<file path="config.mk">
export PLATFORM = sky130hd
export DESIGN_NAME = lslc_timing
export DESIGN_NICKNAME = d
export VERILOG_FILES = /design/src/rtl/lslc_pkg.sv /design/src/rtl/lslc_lmfc_counter.sv /design/src/rtl/lslc_timing.sv
export SDC_FILE = /design/constraint.sdc
export NUM_CORES = 1
export LEC_CHECK = 0
export BUFFER_PORTS_ARGS = -buffer_cell sky130_fd_sc_hd__buf_2
export CELL_PAD_IN_SITES_DETAIL_PLACEMENT = 1
export CELL_PAD_IN_SITES_GLOBAL_PLACEMENT = 1
export CORE_MARGIN = 8
export CORE_UTILIZATION = 31
export DETAILED_ROUTE_END_ITERATION = 8
export GPL_ROUTABILITY_DRIVEN = 0
export PLACE_DENSITY_LB_ADDON = 0.25
export SETUP_SLACK_MARGIN = 0.2
export SYNTH_ARGS = -nofsm -noshare
export SYNTH_HDL_FRONTEND = slang
export SYNTH_SLANG_ARGS = --single-unit
</file>
<file path="constraint.sdc">
create_clock -name mclk_i -period 2.73 [get_ports mclk_i]
set_input_delay 0.819 -clock mclk_i [delete_from_list [all_inputs] [get_ports mclk_i]]
set_output_delay 0.819 -clock mclk_i [all_outputs]
set_load 0.02 [all_outputs]
</file>
<file path="src/rtl/lslc_pkg.sv">
// ****************************************************************
// Shared constants for the multiframe timing block
// ****************************************************************
package lslc_pkg;

	// Link geometry: octets per frame and frames per multiframe
	localparam int unsigned F_OCTETS    = 1;
	localparam int unsigned K_FRAMES    = 32;
	// Link clock ticks per local multiframe
	localparam int unsigned LMFC_PERIOD = (F_OCTETS * K_FRAMES) / 4;
	localparam int unsigned CNT_W       = 3;

	// Multiframe counter value
	typedef logic [CNT_W-1:0] lslc_cnt_t;

	// Last legal counter value before wrap
	localparam lslc_cnt_t CNT_MAX  = lslc_cnt_t'(LMFC_PERIOD - 1);
	localparam lslc_cnt_t CNT_ZERO = 3'h0;

	// Ticks from a sampled sync pulse to the counter reload
	localparam int unsigned SYSREF_DELAY_CYC = 2;

	// Register map
	localparam int unsigned ADDR_W         = 8;
	localparam logic [7:0]  CTRL_ADDR      = 8'h54;
	localparam int unsigned SINGLEDET_BIT  = 0;
	localparam int unsigned TX_OFF_LSB     = 8;
	localparam int unsigned RX_OFF_LSB     = 12;
	localparam int unsigned RBD_OFF_LSB    = 16;
	localparam int unsigned RBD_CNT_LSB    = 24;
	localparam int unsigned DESKEW_BIT     = 28;
	localparam logic        SINGLEDET_RST  = 1'b1;
	localparam lslc_cnt_t   OFFSET_RST     = 3'h0;

	// Elastic buffer depth in link clock ticks
	localparam int unsigned SPAN_W         = 5;
	localparam logic [4:0]  RBD_DEPTH      = 5'h10;
	localparam logic [4:0]  SPAN_MAX       = 5'h1F;

	// Receive link states
	typedef enum logic [1:0] {
		RX_SYNC,
		RX_WAIT_ILAS,
		RX_WAIT_REL,
		RX_DATA
	} lslc_rx_state_t;

	// Transmit link states
	typedef enum logic [1:0] {
		TX_CGS,
		TX_WAIT_LMFC,
		TX_DATA
	} lslc_tx_state_t;

endpackage

</file>
<file path="src/rtl/lslc_lmfc_counter.sv">
`timescale 1ns/1ns
// ****************************************************************
// Local multiframe counter with offset reload
// ****************************************************************
module lslc_lmfc_counter (
	input  wire logic               mclk_i,
	input  wire logic               rst_n_i,
	input  wire logic               load_i,
	input  wire lslc_pkg::lslc_cnt_t offset_i,
	output lslc_pkg::lslc_cnt_t     cnt_o
);

	lslc_pkg::lslc_cnt_t cnt;       // Current count
	lslc_pkg::lslc_cnt_t next_cnt;  // Next count

	// Next count
	always_comb begin
		if (load_i) begin
			next_cnt = offset_i;
		end else if (cnt == lslc_pkg::CNT_MAX) begin
			next_cnt = lslc_pkg::CNT_ZERO;
		end else begin
			next_cnt = cnt + 3'h1;
		end
	end

	// Count register
	always_ff @(posedge mclk_i) begin
		if (!rst_n_i) begin
			cnt <= lslc_pkg::CNT_ZERO;
		end else begin
			cnt <= next_cnt;
		end
	end

	assign cnt_o = cnt;

	AST_CNT_WRAP: assert property (@(posedge mclk_i) disable iff (!rst_n_i)
		(cnt == lslc_pkg::CNT_MAX && !load_i) |=> (cnt == lslc_pkg::CNT_ZERO))
		else $error("Counter did not wrap");

endmodule

</file>
<file path="src/rtl/lslc_timing.sv">
`timescale 1ns/1ns
// Summary of operation
// - Counter reloads two ticks after sampled pulse
// - Transmit and receive offsets are programmable
// - Reload takes offset value, not zero
// - Offset four delays boundary four ticks
// - Sync released only on multiframe boundary
// - Alignment sequence starts at next boundary
// - Deskew error when spread exceeds buffer
// - Later sync release counts as reinitialisation
// - Accepted pulse clears single-detect bit
// - Pulses ignored until register reset or re-arm write
// - Writing one re-arms pulse sampling
// - Zero delay offset releases at boundary
// - Counter runs zero to FK/4 minus one
// - Report ticks before boundary at last arrival
// - Offset N releases N ticks early
module lslc_timing (
	input  wire logic        mclk_i,
	input  wire logic        rst_n_i,
	input  wire logic        transmit_csr_reset_n_i,
	input  wire logic        receive_csr_reset_n_i,
	input  wire logic        tx_link_reset_n_i,
	input  wire logic        rx_link_reset_n_i,
	input  wire logic        sysref_i,
	input  wire logic        csr_wr_i,
	input  wire logic        csr_rd_i,
	input  wire logic [7:0]  csr_addr_i,
	input  wire logic [31:0] csr_wdata_i,
	output logic      [31:0] csr_rdata_o,
	input  wire logic        rx_cgs_done_i,
	input  wire logic        rx_resync_req_i,
	input  wire logic        rx_first_r_i,
	input  wire logic        rx_last_r_i,
	input  wire logic        tx_sync_n_i,
	output logic             sync_n_o,
	output logic             tx_ilas_start_o,
	output logic             rx_release_o,
	output logic             rx_deskew_err_o,
	output logic             rx_reinit_o
);

	// Ticks before the next boundary for a given count
	function automatic lslc_pkg::lslc_cnt_t ticks_to_bnd(input lslc_pkg::lslc_cnt_t c);
		ticks_to_bnd = lslc_pkg::CNT_ZERO - c;
	endfunction

	// ****************************************************************
	// Control register
	// ****************************************************************
	logic                singledet, next_singledet;   // Sampling armed
	lslc_pkg::lslc_cnt_t tx_off, next_tx_off;         // Transmit counter offset
	lslc_pkg::lslc_cnt_t rx_off, next_rx_off;         // Receive counter offset
	lslc_pkg::lslc_cnt_t rbd_off, next_rbd_off;       // Early release offset
	logic [31:0]         rdata, next_rdata;           // Read data
	logic                ctrl_wr;                     // Write hits control word
	logic                sw_set;                      // Software re-arm
	logic                s0;                          // Accepted pulse sample
	lslc_pkg::lslc_cnt_t rbd_count;                   // Arrival status
	logic                deskew;                      // Deskew error flag

	assign ctrl_wr = csr_wr_i && (csr_addr_i == lslc_pkg::CTRL_ADDR);
	assign sw_set  = ctrl_wr && csr_wdata_i[lslc_pkg::SINGLEDET_BIT];

	// Register next values
	always_comb begin
		next_singledet = singledet;
		next_tx_off    = tx_off;
		next_rx_off    = rx_off;
		next_rbd_off   = rbd_off;
		next_rdata     = rdata;
		if (s0) begin
			next_singledet = 1'b0;
		end
		// Field writes; software set beats hardware clear
		if (ctrl_wr) begin
			next_tx_off  = csr_wdata_i[lslc_pkg::TX_OFF_LSB +: lslc_pkg::CNT_W];
			next_rx_off  = csr_wdata_i[lslc_pkg::RX_OFF_LSB +: lslc_pkg::CNT_W];
			next_rbd_off = csr_wdata_i[lslc_pkg::RBD_OFF_LSB +: lslc_pkg::CNT_W];
			if (sw_set) begin
				next_singledet = 1'b1;
			end
		end
		// Read returns live status; unmapped reads give zero
		if (csr_rd_i) begin
			if (csr_addr_i == lslc_pkg::CTRL_ADDR) begin
				next_rdata = 32'h0;
				next_rdata[lslc_pkg::SINGLEDET_BIT] = singledet;
				next_rdata[lslc_pkg::TX_OFF_LSB +: lslc_pkg::CNT_W] = tx_off;
				next_rdata[lslc_pkg::RX_OFF_LSB +: lslc_pkg::CNT_W] = rx_off;
				next_rdata[lslc_pkg::RBD_OFF_LSB +: lslc_pkg::CNT_W] = rbd_off;
				next_rdata[lslc_pkg::RBD_CNT_LSB +: lslc_pkg::CNT_W] = rbd_count;
				next_rdata[lslc_pkg::DESKEW_BIT] = deskew;
			end else begin
				next_rdata = 32'h0;
			end
		end
		if (!transmit_csr_reset_n_i || !receive_csr_reset_n_i) begin
			next_singledet = lslc_pkg::SINGLEDET_RST;
			next_tx_off    = lslc_pkg::OFFSET_RST;
			next_rx_off    = lslc_pkg::OFFSET_RST;
			next_rbd_off   = lslc_pkg::OFFSET_RST;
		end
	end

	// Register storage
	always_ff @(posedge mclk_i) begin
		if (!rst_n_i) begin
			singledet <= lslc_pkg::SINGLEDET_RST;
			tx_off    <= lslc_pkg::OFFSET_RST;
			rx_off    <= lslc_pkg::OFFSET_RST;
			rbd_off   <= lslc_pkg::OFFSET_RST;
			rdata     <= 32'h0;
		end else begin
			singledet <= next_singledet;
			tx_off    <= next_tx_off;
			rx_off    <= next_rx_off;
			rbd_off   <= next_rbd_off;
			rdata     <= next_rdata;
		end
	end

	assign csr_rdata_o = rdata;

	// ****************************************************************
	// Sync pulse pipeline and counters
	// ****************************************************************
	logic                next_s0;                     // Gated sample
	logic                s1, next_s1;                 // Delay stage, drives reload
	lslc_pkg::lslc_cnt_t lat_tx, next_lat_tx;         // Offset in use, transmit
	lslc_pkg::lslc_cnt_t lat_rx, next_lat_rx;         // Offset in use, receive
	lslc_pkg::lslc_cnt_t tx_cnt;                      // Transmit count
	lslc_pkg::lslc_cnt_t rx_cnt;                      // Receive count

	// Pulse sampling; disarmed pulses never enter the pipe
	always_comb begin
		// ignore pulses while disarmed
		// Held pulse taken once: the arm bit clears one edge late
		next_s0     = sysref_i && singledet && !s0;
		next_s1     = s0;
		next_lat_tx = lat_tx;
		next_lat_rx = lat_rx;
		if (s0) begin
			next_lat_tx = tx_off;
			next_lat_rx = rx_off;
		end
	end

	// Pipeline registers
	always_ff @(posedge mclk_i) begin
		if (!rst_n_i) begin
			s0     <= 1'b0;
			s1     <= 1'b0;
			lat_tx <= lslc_pkg::OFFSET_RST;
			lat_rx <= lslc_pkg::OFFSET_RST;
		end else begin
			s0     <= next_s0;
			s1     <= next_s1;
			lat_tx <= next_lat_tx;
			lat_rx <= next_lat_rx;
		end
	end

	// Counters run free across link resets, so phase survives them
	lslc_lmfc_counter u_tx_cnt (
		.mclk_i   (mclk_i),
		.rst_n_i  (rst_n_i),
		.load_i   (s1),
		.offset_i (lat_tx),
		.cnt_o    (tx_cnt)
	);

	lslc_lmfc_counter u_rx_cnt (
		.mclk_i   (mclk_i),
		.rst_n_i  (rst_n_i),
		.load_i   (s1),
		.offset_i (lat_rx),
		.cnt_o    (rx_cnt)
	);

	// ****************************************************************
	// Receive link timing
	// ****************************************************************
	lslc_pkg::lslc_rx_state_t rx_st, next_rx_st;      // Receive state
	logic                     sync_n, next_sync_n;    // Sync line level
	logic                     est, next_est;          // Link established once
	logic                     reinit, next_reinit;    // Reinit pulse
	logic                     rel, next_rel;          // Buffer released
	logic                     first_seen, next_first_seen; // Earliest lane seen
	logic [4:0]               span, next_span;        // Ticks since earliest lane
	lslc_pkg::lslc_cnt_t      next_rbd_count;         // Arrival status
	logic                     next_deskew;            // Deskew error

	// Receive next state
	always_comb begin
		next_rx_st      = rx_st;
		next_sync_n     = sync_n;
		next_est        = est;
		next_reinit     = 1'b0;
		next_rel        = rel;
		next_first_seen = first_seen;
		next_span       = span;
		next_rbd_count  = rbd_count;
		next_deskew     = deskew;
		// Span saturates so a lost lane cannot wrap it
		if (rx_first_r_i && !first_seen) begin
			next_first_seen = 1'b1;
			next_span       = 5'h0;
		end else if (first_seen && span != lslc_pkg::SPAN_MAX) begin
			next_span = span + 5'h1;
		end
		case (rx_st)
			lslc_pkg::RX_SYNC: begin
				next_sync_n     = 1'b0;
				next_first_seen = 1'b0;
				if (rx_cgs_done_i && rx_cnt == lslc_pkg::CNT_ZERO) begin
					next_sync_n = 1'b1;
					next_est    = 1'b1;
					next_reinit = est;
					next_rx_st  = lslc_pkg::RX_WAIT_ILAS;
				end
			end
			lslc_pkg::RX_WAIT_ILAS: begin
				if (rx_last_r_i) begin
					next_rbd_count = ticks_to_bnd(rx_cnt);
					next_rx_st     = lslc_pkg::RX_WAIT_REL;
				end
			end
			lslc_pkg::RX_WAIT_REL: begin
				if (rx_cnt == ticks_to_bnd(rbd_off)) begin
					next_rel   = 1'b1;
					next_deskew = deskew || (span > lslc_pkg::RBD_DEPTH);
					next_rx_st = lslc_pkg::RX_DATA;
				end
			end
			default: begin
			end
		endcase
		// Resync request drops sync from any later state
		if (rx_resync_req_i && rx_st != lslc_pkg::RX_SYNC) begin
			next_rx_st  = lslc_pkg::RX_SYNC;
			next_sync_n = 1'b0;
			next_rel    = 1'b0;
		end
		// Link reset keeps the established flag for reinit detection
		if (!rx_link_reset_n_i) begin
			// No reinit pulse or new link without a real release
			next_est        = est;
			next_reinit     = 1'b0;
			next_rx_st      = lslc_pkg::RX_SYNC;
			next_sync_n     = 1'b0;
			next_rel        = 1'b0;
			next_first_seen = 1'b0;
			next_deskew     = 1'b0;
		end
	end

	// Receive registers
	always_ff @(posedge mclk_i) begin
		if (!rst_n_i) begin
			rx_st      <= lslc_pkg::RX_SYNC;
			sync_n     <= 1'b0;
			est        <= 1'b0;
			reinit     <= 1'b0;
			rel        <= 1'b0;
			first_seen <= 1'b0;
			span       <= 5'h0;
			rbd_count  <= lslc_pkg::CNT_ZERO;
			deskew     <= 1'b0;
		end else begin
			rx_st      <= next_rx_st;
			sync_n     <= next_sync_n;
			est        <= next_est;
			reinit     <= next_reinit;
			rel        <= next_rel;
			first_seen <= next_first_seen;
			span       <= next_span;
			rbd_count  <= next_rbd_count;
			deskew     <= next_deskew;
		end
	end

	assign sync_n_o        = sync_n;
	assign rx_reinit_o     = reinit;
	assign rx_release_o    = rel;
	assign rx_deskew_err_o = deskew;

	// ****************************************************************
	// Transmit link timing
	// ****************************************************************
	lslc_pkg::lslc_tx_state_t tx_st, next_tx_st;      // Transmit state
	logic                     ilas, next_ilas;        // Start pulse

	// Transmit next state
	always_comb begin
		next_tx_st = tx_st;
		next_ilas  = 1'b0;
		case (tx_st)
			lslc_pkg::TX_CGS: begin
				if (tx_sync_n_i) begin
					next_tx_st = lslc_pkg::TX_WAIT_LMFC;
				end
			end
			lslc_pkg::TX_WAIT_LMFC: begin
				if (!tx_sync_n_i) begin
					next_tx_st = lslc_pkg::TX_CGS;
				end else if (tx_cnt == lslc_pkg::CNT_ZERO) begin
					next_ilas  = 1'b1;
					next_tx_st = lslc_pkg::TX_DATA;
				end
			end
			default: begin
				if (!tx_sync_n_i) begin
					next_tx_st = lslc_pkg::TX_CGS;
				end
			end
		endcase
		if (!tx_link_reset_n_i) begin
			next_tx_st = lslc_pkg::TX_CGS;
			next_ilas  = 1'b0;
		end
	end

	// Transmit registers
	always_ff @(posedge mclk_i) begin
		if (!rst_n_i) begin
			tx_st <= lslc_pkg::TX_CGS;
			ilas  <= 1'b0;
		end else begin
			tx_st <= next_tx_st;
			ilas  <= next_ilas;
		end
	end

	assign tx_ilas_start_o = ilas;

	// ****************************************************************
	// Checks
	// ****************************************************************
	AST_SYSREF_RELOAD: assert property (@(posedge mclk_i) disable iff (!rst_n_i)
		s0 |-> ##2 (rx_cnt == lat_rx && tx_cnt == lat_tx))
		else $error("Counter not reloaded two ticks after sample");
	AST_OFF5_BOUNDARY: assert property (@(posedge mclk_i) disable iff (!rst_n_i)
		(s1 && lat_tx == 3'h5) |-> ##1 (tx_cnt == 3'h5) ##3 (tx_cnt == lslc_pkg::CNT_ZERO))
		else $error("Offset five boundary not three ticks later");
	AST_OFF4_BOUNDARY: assert property (@(posedge mclk_i) disable iff (!rst_n_i)
		(s1 && lat_tx == 3'h4) |-> ##5 (tx_cnt == lslc_pkg::CNT_ZERO))
		else $error("Offset four boundary not four ticks later");
	AST_SINGLEDET_CLR: assert property (@(posedge mclk_i) disable iff (!rst_n_i)
		(s0 && !sw_set && transmit_csr_reset_n_i && receive_csr_reset_n_i) |=> !singledet)
		else $error("Single-detect not cleared by pulse");
	AST_IGNORE_PULSE: assert property (@(posedge mclk_i) disable iff (!rst_n_i)
		!singledet |=> !s0 ##1 !s1)
		else $error("Pulse accepted while disarmed");
	AST_REARM: assert property (@(posedge mclk_i) disable iff (!rst_n_i)
		sw_set |=> singledet)
		else $error("Write of one did not re-arm");
	AST_SYNC_BOUNDARY: assert property (@(posedge mclk_i) disable iff (!rst_n_i)
		$rose(sync_n_o) |-> ($past(rx_cnt) == lslc_pkg::CNT_ZERO))
		else $error("Sync released off boundary");
	AST_ILAS_BOUNDARY: assert property (@(posedge mclk_i) disable iff (!rst_n_i)
		tx_ilas_start_o |-> ($past(tx_cnt) == lslc_pkg::CNT_ZERO && $past(tx_sync_n_i)))
		else $error("Alignment start off boundary");
	AST_RELEASE_POINT: assert property (@(posedge mclk_i) disable iff (!rst_n_i)
		$rose(rx_release_o) |-> ($past(rx_cnt) == ticks_to_bnd($past(rbd_off))))
		else $error("Buffer released at wrong tick");
	AST_REINIT_PULSE: assert property (@(posedge mclk_i) disable iff (!rst_n_i)
		rx_reinit_o |-> ($rose(sync_n_o) ##1 !rx_reinit_o))
		else $error("Reinit pulse without sync release");

endmodule

</file>
==> impl_metrics.json <==
{
  "endpoint_kind": "flop",
  "fp.coreArea_um2": 8550,
  "cp-start-kind": "flop",
  "antenna_left": 0,
  "critical_path_cell_count": 6,
  "synth.area.top_cells": "dfxtp_1 (43%), ha_1 (7.0%), nand3_1 (5.8%)",
  "holdBufCountCts": 0,
  "hold_class": "flop to flop",
  "p_clk_share_pct": 46.5,
  "vias_per_cell": 4.57,
  "insertion_delay_ns": 0.33,
  "timing.final.crit_share_pct": 63.2,
  "die_w_um": 109,
  "p_per_area_nw_per_um2": 606,
  "root_buffer": "clkbuf_8",
  "hold_depth": 1,
  "wl_per_cell_um": 13.4,
  "skew_ns": 0.0122,
  "start_util_pct": 31.3,
  "cts_made_buffers": 9,
  "comb_power_share_pct": 8.6,
  "ys_warn_count": 0,
  "finalHoldViolations": 0,
  "worstSetupPathType": "flop to flop",
  "setup_viol": 0,
  "gr-usage-met2_pct": 18.2,
  "r2r_cells": 6,
  "async_flop_share_pct": 0,
  "insertedDiodeCount": 0,
  "seqPwrFrac_pct": 44.9,
  "period_needed_ns": 1.73,
  "worstPathArrival_ns": 1.97,
  "die_h_um": 109,
  "drt-total-wl_um": 6120,
  "cts_buffer_depth": 2,
  "antenna_found_initial": 0,
  "vias": 2088,
  "max_cap_viol_count": 0,
  "swShare_pct": 25.1,
  "fmax_mhz": 579,
  "drive_gt1_share_pct": 20.9,
  "fin_nets": 413,
  "tritoncts": "done",
  "netlist_area_um2": 2680,
  "synth_edf_count": 0,
  "busiest_layer": "met2",
  "crit_family": "compound AO/OA/AOI/OAI gates",
  "p_int_mw": 1.44,
  "synth_top_area_cell": "dfxtp_1",
  "postCtsResizedCells": 0,
  "postCtsSetupRepairBufs": 0,
  "ys_ff_latch": 57,
  "outcome": "finished clean",
  "synth.avg_cell_area_um2": 9.10,
  "path_buf_inv": 1,
  "dieArea_um2": 11900,
  "clk_pin_slew_worst_paths_ns": 0.07,
  "synthToLayoutAreaGrowth_pct": 18.7,
  "synth_cell_types": 41,
  "global_route.usage.total_pct": 10.6,
  "first_pass_iters": 4,
  "ys_seq_area_share_pct": 42.7,
  "hpwlAfterDp_um": 4600,
  "grt_max_degree": 38,
  "io_buffer_count": 50,
  "htreeDepth": 3,
  "num_rows": 34,
  "p_leak_nw": 1.28,
  "cts.sinks": 57,
  "grt_overflow_total": 0,
  "syn-instance-count": 294,
  "max_stage_delay_ns": 0.41,
  "path_max_fanout": 4,
  "ir_worst_vdd_uv": 279,
  "p_total_mw": 1.92,
  "synth_ff_type": "dfxtp_1",
  "multi_input_area_um2": 1330,
  "rsz0062_at_grt": "false",
  "use_met3_pct": 2.30,
  "cpMaxStageDelayCell": "dfxtp_1",
  "grt_pass1_vias": 2179,
  "switching_power_mw": 0.483,
  "drc": 0,
  "grt_first_pass_wirelength_um": 10100,
  "synth_top_area_share_pct": 42.7,
  "final_max_slew_viol_count": 0,
  "final-seq-area_um2": 1140,
  "drtIter0Drc": 61,
  "path_cells": "inv_1 > ha_1 > xor3_1 > a31oi_1 > nor2_1 > a211oi_1",
  "tns_ns": 0,
  "io_pins": 91,
  "fill_cells": 1012,
  "use_met1_pct": 12.3,
  "crit_required_ns": 2.98
}
-- registers in the layout, summed over array words and instances (netlist names), 3 cells and up --
name	count
span	5
lat_rx	3
tx_off	3
u_rx_cnt.cnt_o	3
csr_rdata_o	14
rx_off	3
lat_tx	3
rbd_off	3
u_tx_cnt.cnt_o	3
rbd_count	3
-- worst register-to-register path: stages (launching register included) --
cell and delay [ns]:
dfxtp_1 0.41, inv_1 0.07, ha_1 0.21, xor3_1 0.40
a31oi_1 0.22, nor2_1 0.11, a211oi_1 0.23
-- power groups by stage --
stage                     combinational [mW]  sequential [mW]  clock [mW]
after floorplan                        0.138            0.876           0
final                                  0.165            0.863       0.895
after global placement                 0.164            0.881           0
after global routing                   0.187            0.865       0.961
after CTS                              0.169            0.863       0.925
after detailed placement               0.167            0.882           0
-- layout by cell type (no fill, tap or decap), types with 7 or more instances in the layout --
cell type / n
a21boi_0: 12
a21oi_1: 18
buf_2: 50
clkbuf_8: 9
conb_1: 18
dfxtp_1: 57
ha_1: 15
inv_1: 19
mux2i_1: 11
nand2_1: 17
nand2b_1: 16
nand3_1: 31
nor2_1: 7
nor2b_1: 18
-- cell families after synthesis --
group	count (synthesis)	share of synthesized area (%)
AND/OR/NAND/NOR	108	22.3
flip-flops	57	42.7
buffers and inverters	50	10.1
AO/OA/AOI/OAI	49	12.2
adder cells (fa/ha/maj)	15	7.02
multiplexers	11	4.12
XOR/XNOR	3	1.54
other	1	0.140
-- metal layers --
layer | up-vias | share of wire, % | routed length (um)
met5 | - | 0 | 0
met4 | 0 | 1.4 | 85
met3 | 6 | 3.5 | 216
met2 | 29 | 52 | 3200
met1 | 991 | 43 | 2610
li1 | 1062 | - | -
-- path summary, 6_finish.rpt --
kind              slack, ns  startpoint               to
hold reg to reg        0.43    tx_st[1]  tx_ilas_start_o
hold / removal         0.43    tx_st[1]  tx_ilas_start_o
setup reg to reg       1.00  rbd_off[0]         rx_st[0]
setup / recovery       1.00  rbd_off[0]         rx_st[0]
-- synthesized netlist by cell type (2+ instances only) --
| master | count |
|---|---|
| nand2_1 | 17 |
| and2_1 | 2 |
| a22oi_1 | 2 |
| nor2b_1 | 18 |
| ha_1 | 15 |
| inv_1 | 19 |
| nor3_1 | 5 |
| xnor2_1 | 2 |
| a21boi_0 | 12 |
| and3_1 | 2 |
| a21oi_1 | 18 |
| a21boi_1 | 5 |
| buf_4 | 20 |
| mux2i_1 | 11 |
| nand2b_1 | 16 |
| a211oi_1 | 2 |
| nand3_1 | 31 |
| dfxtp_1 | 57 |
| nor3b_1 | 3 |
| clkbuf_1 | 9 |
| nor2_1 | 7 |
| o21ai_0 | 2 |
-- final cells by class --
cell class / count / share of cell area, %
inverter: 19 / 2.25
clock buffer: 9 / 3.90
clock inverter: 7 / 3.23
timing repair buffer: 53 / 8.59
tap: 108 / 4.26
multi-input combinational: 204 / 41.8
sequential: 57 / 35.9
-- through the flow --
| stage | area, um2 | utilization, % | hold WS (ns) | instances | worst slack [ns] |
|---|---|---|---|---|---|
| 6_report | 3170 | 37.1 | 0.430 | 457 | 1.00 |
| 5_1_grt | 3170 | 37.1 | 0.442 | 457 | 0.894 |
| 4_1_cts | 3170 | 37.1 | 0.429 | 457 | 0.988 |
| 3_5_place_dp | 2950 | 34.5 | 0.419 | 441 | 0.676 |
| 3_3_place_gp | 2950 | 34.5 | 0.412 | 441 | 0.722 |
| 2_1_floorplan | 2740 | - | 0.401 | 311 | 0.952 |
Power figures use the tool's default switching activity.
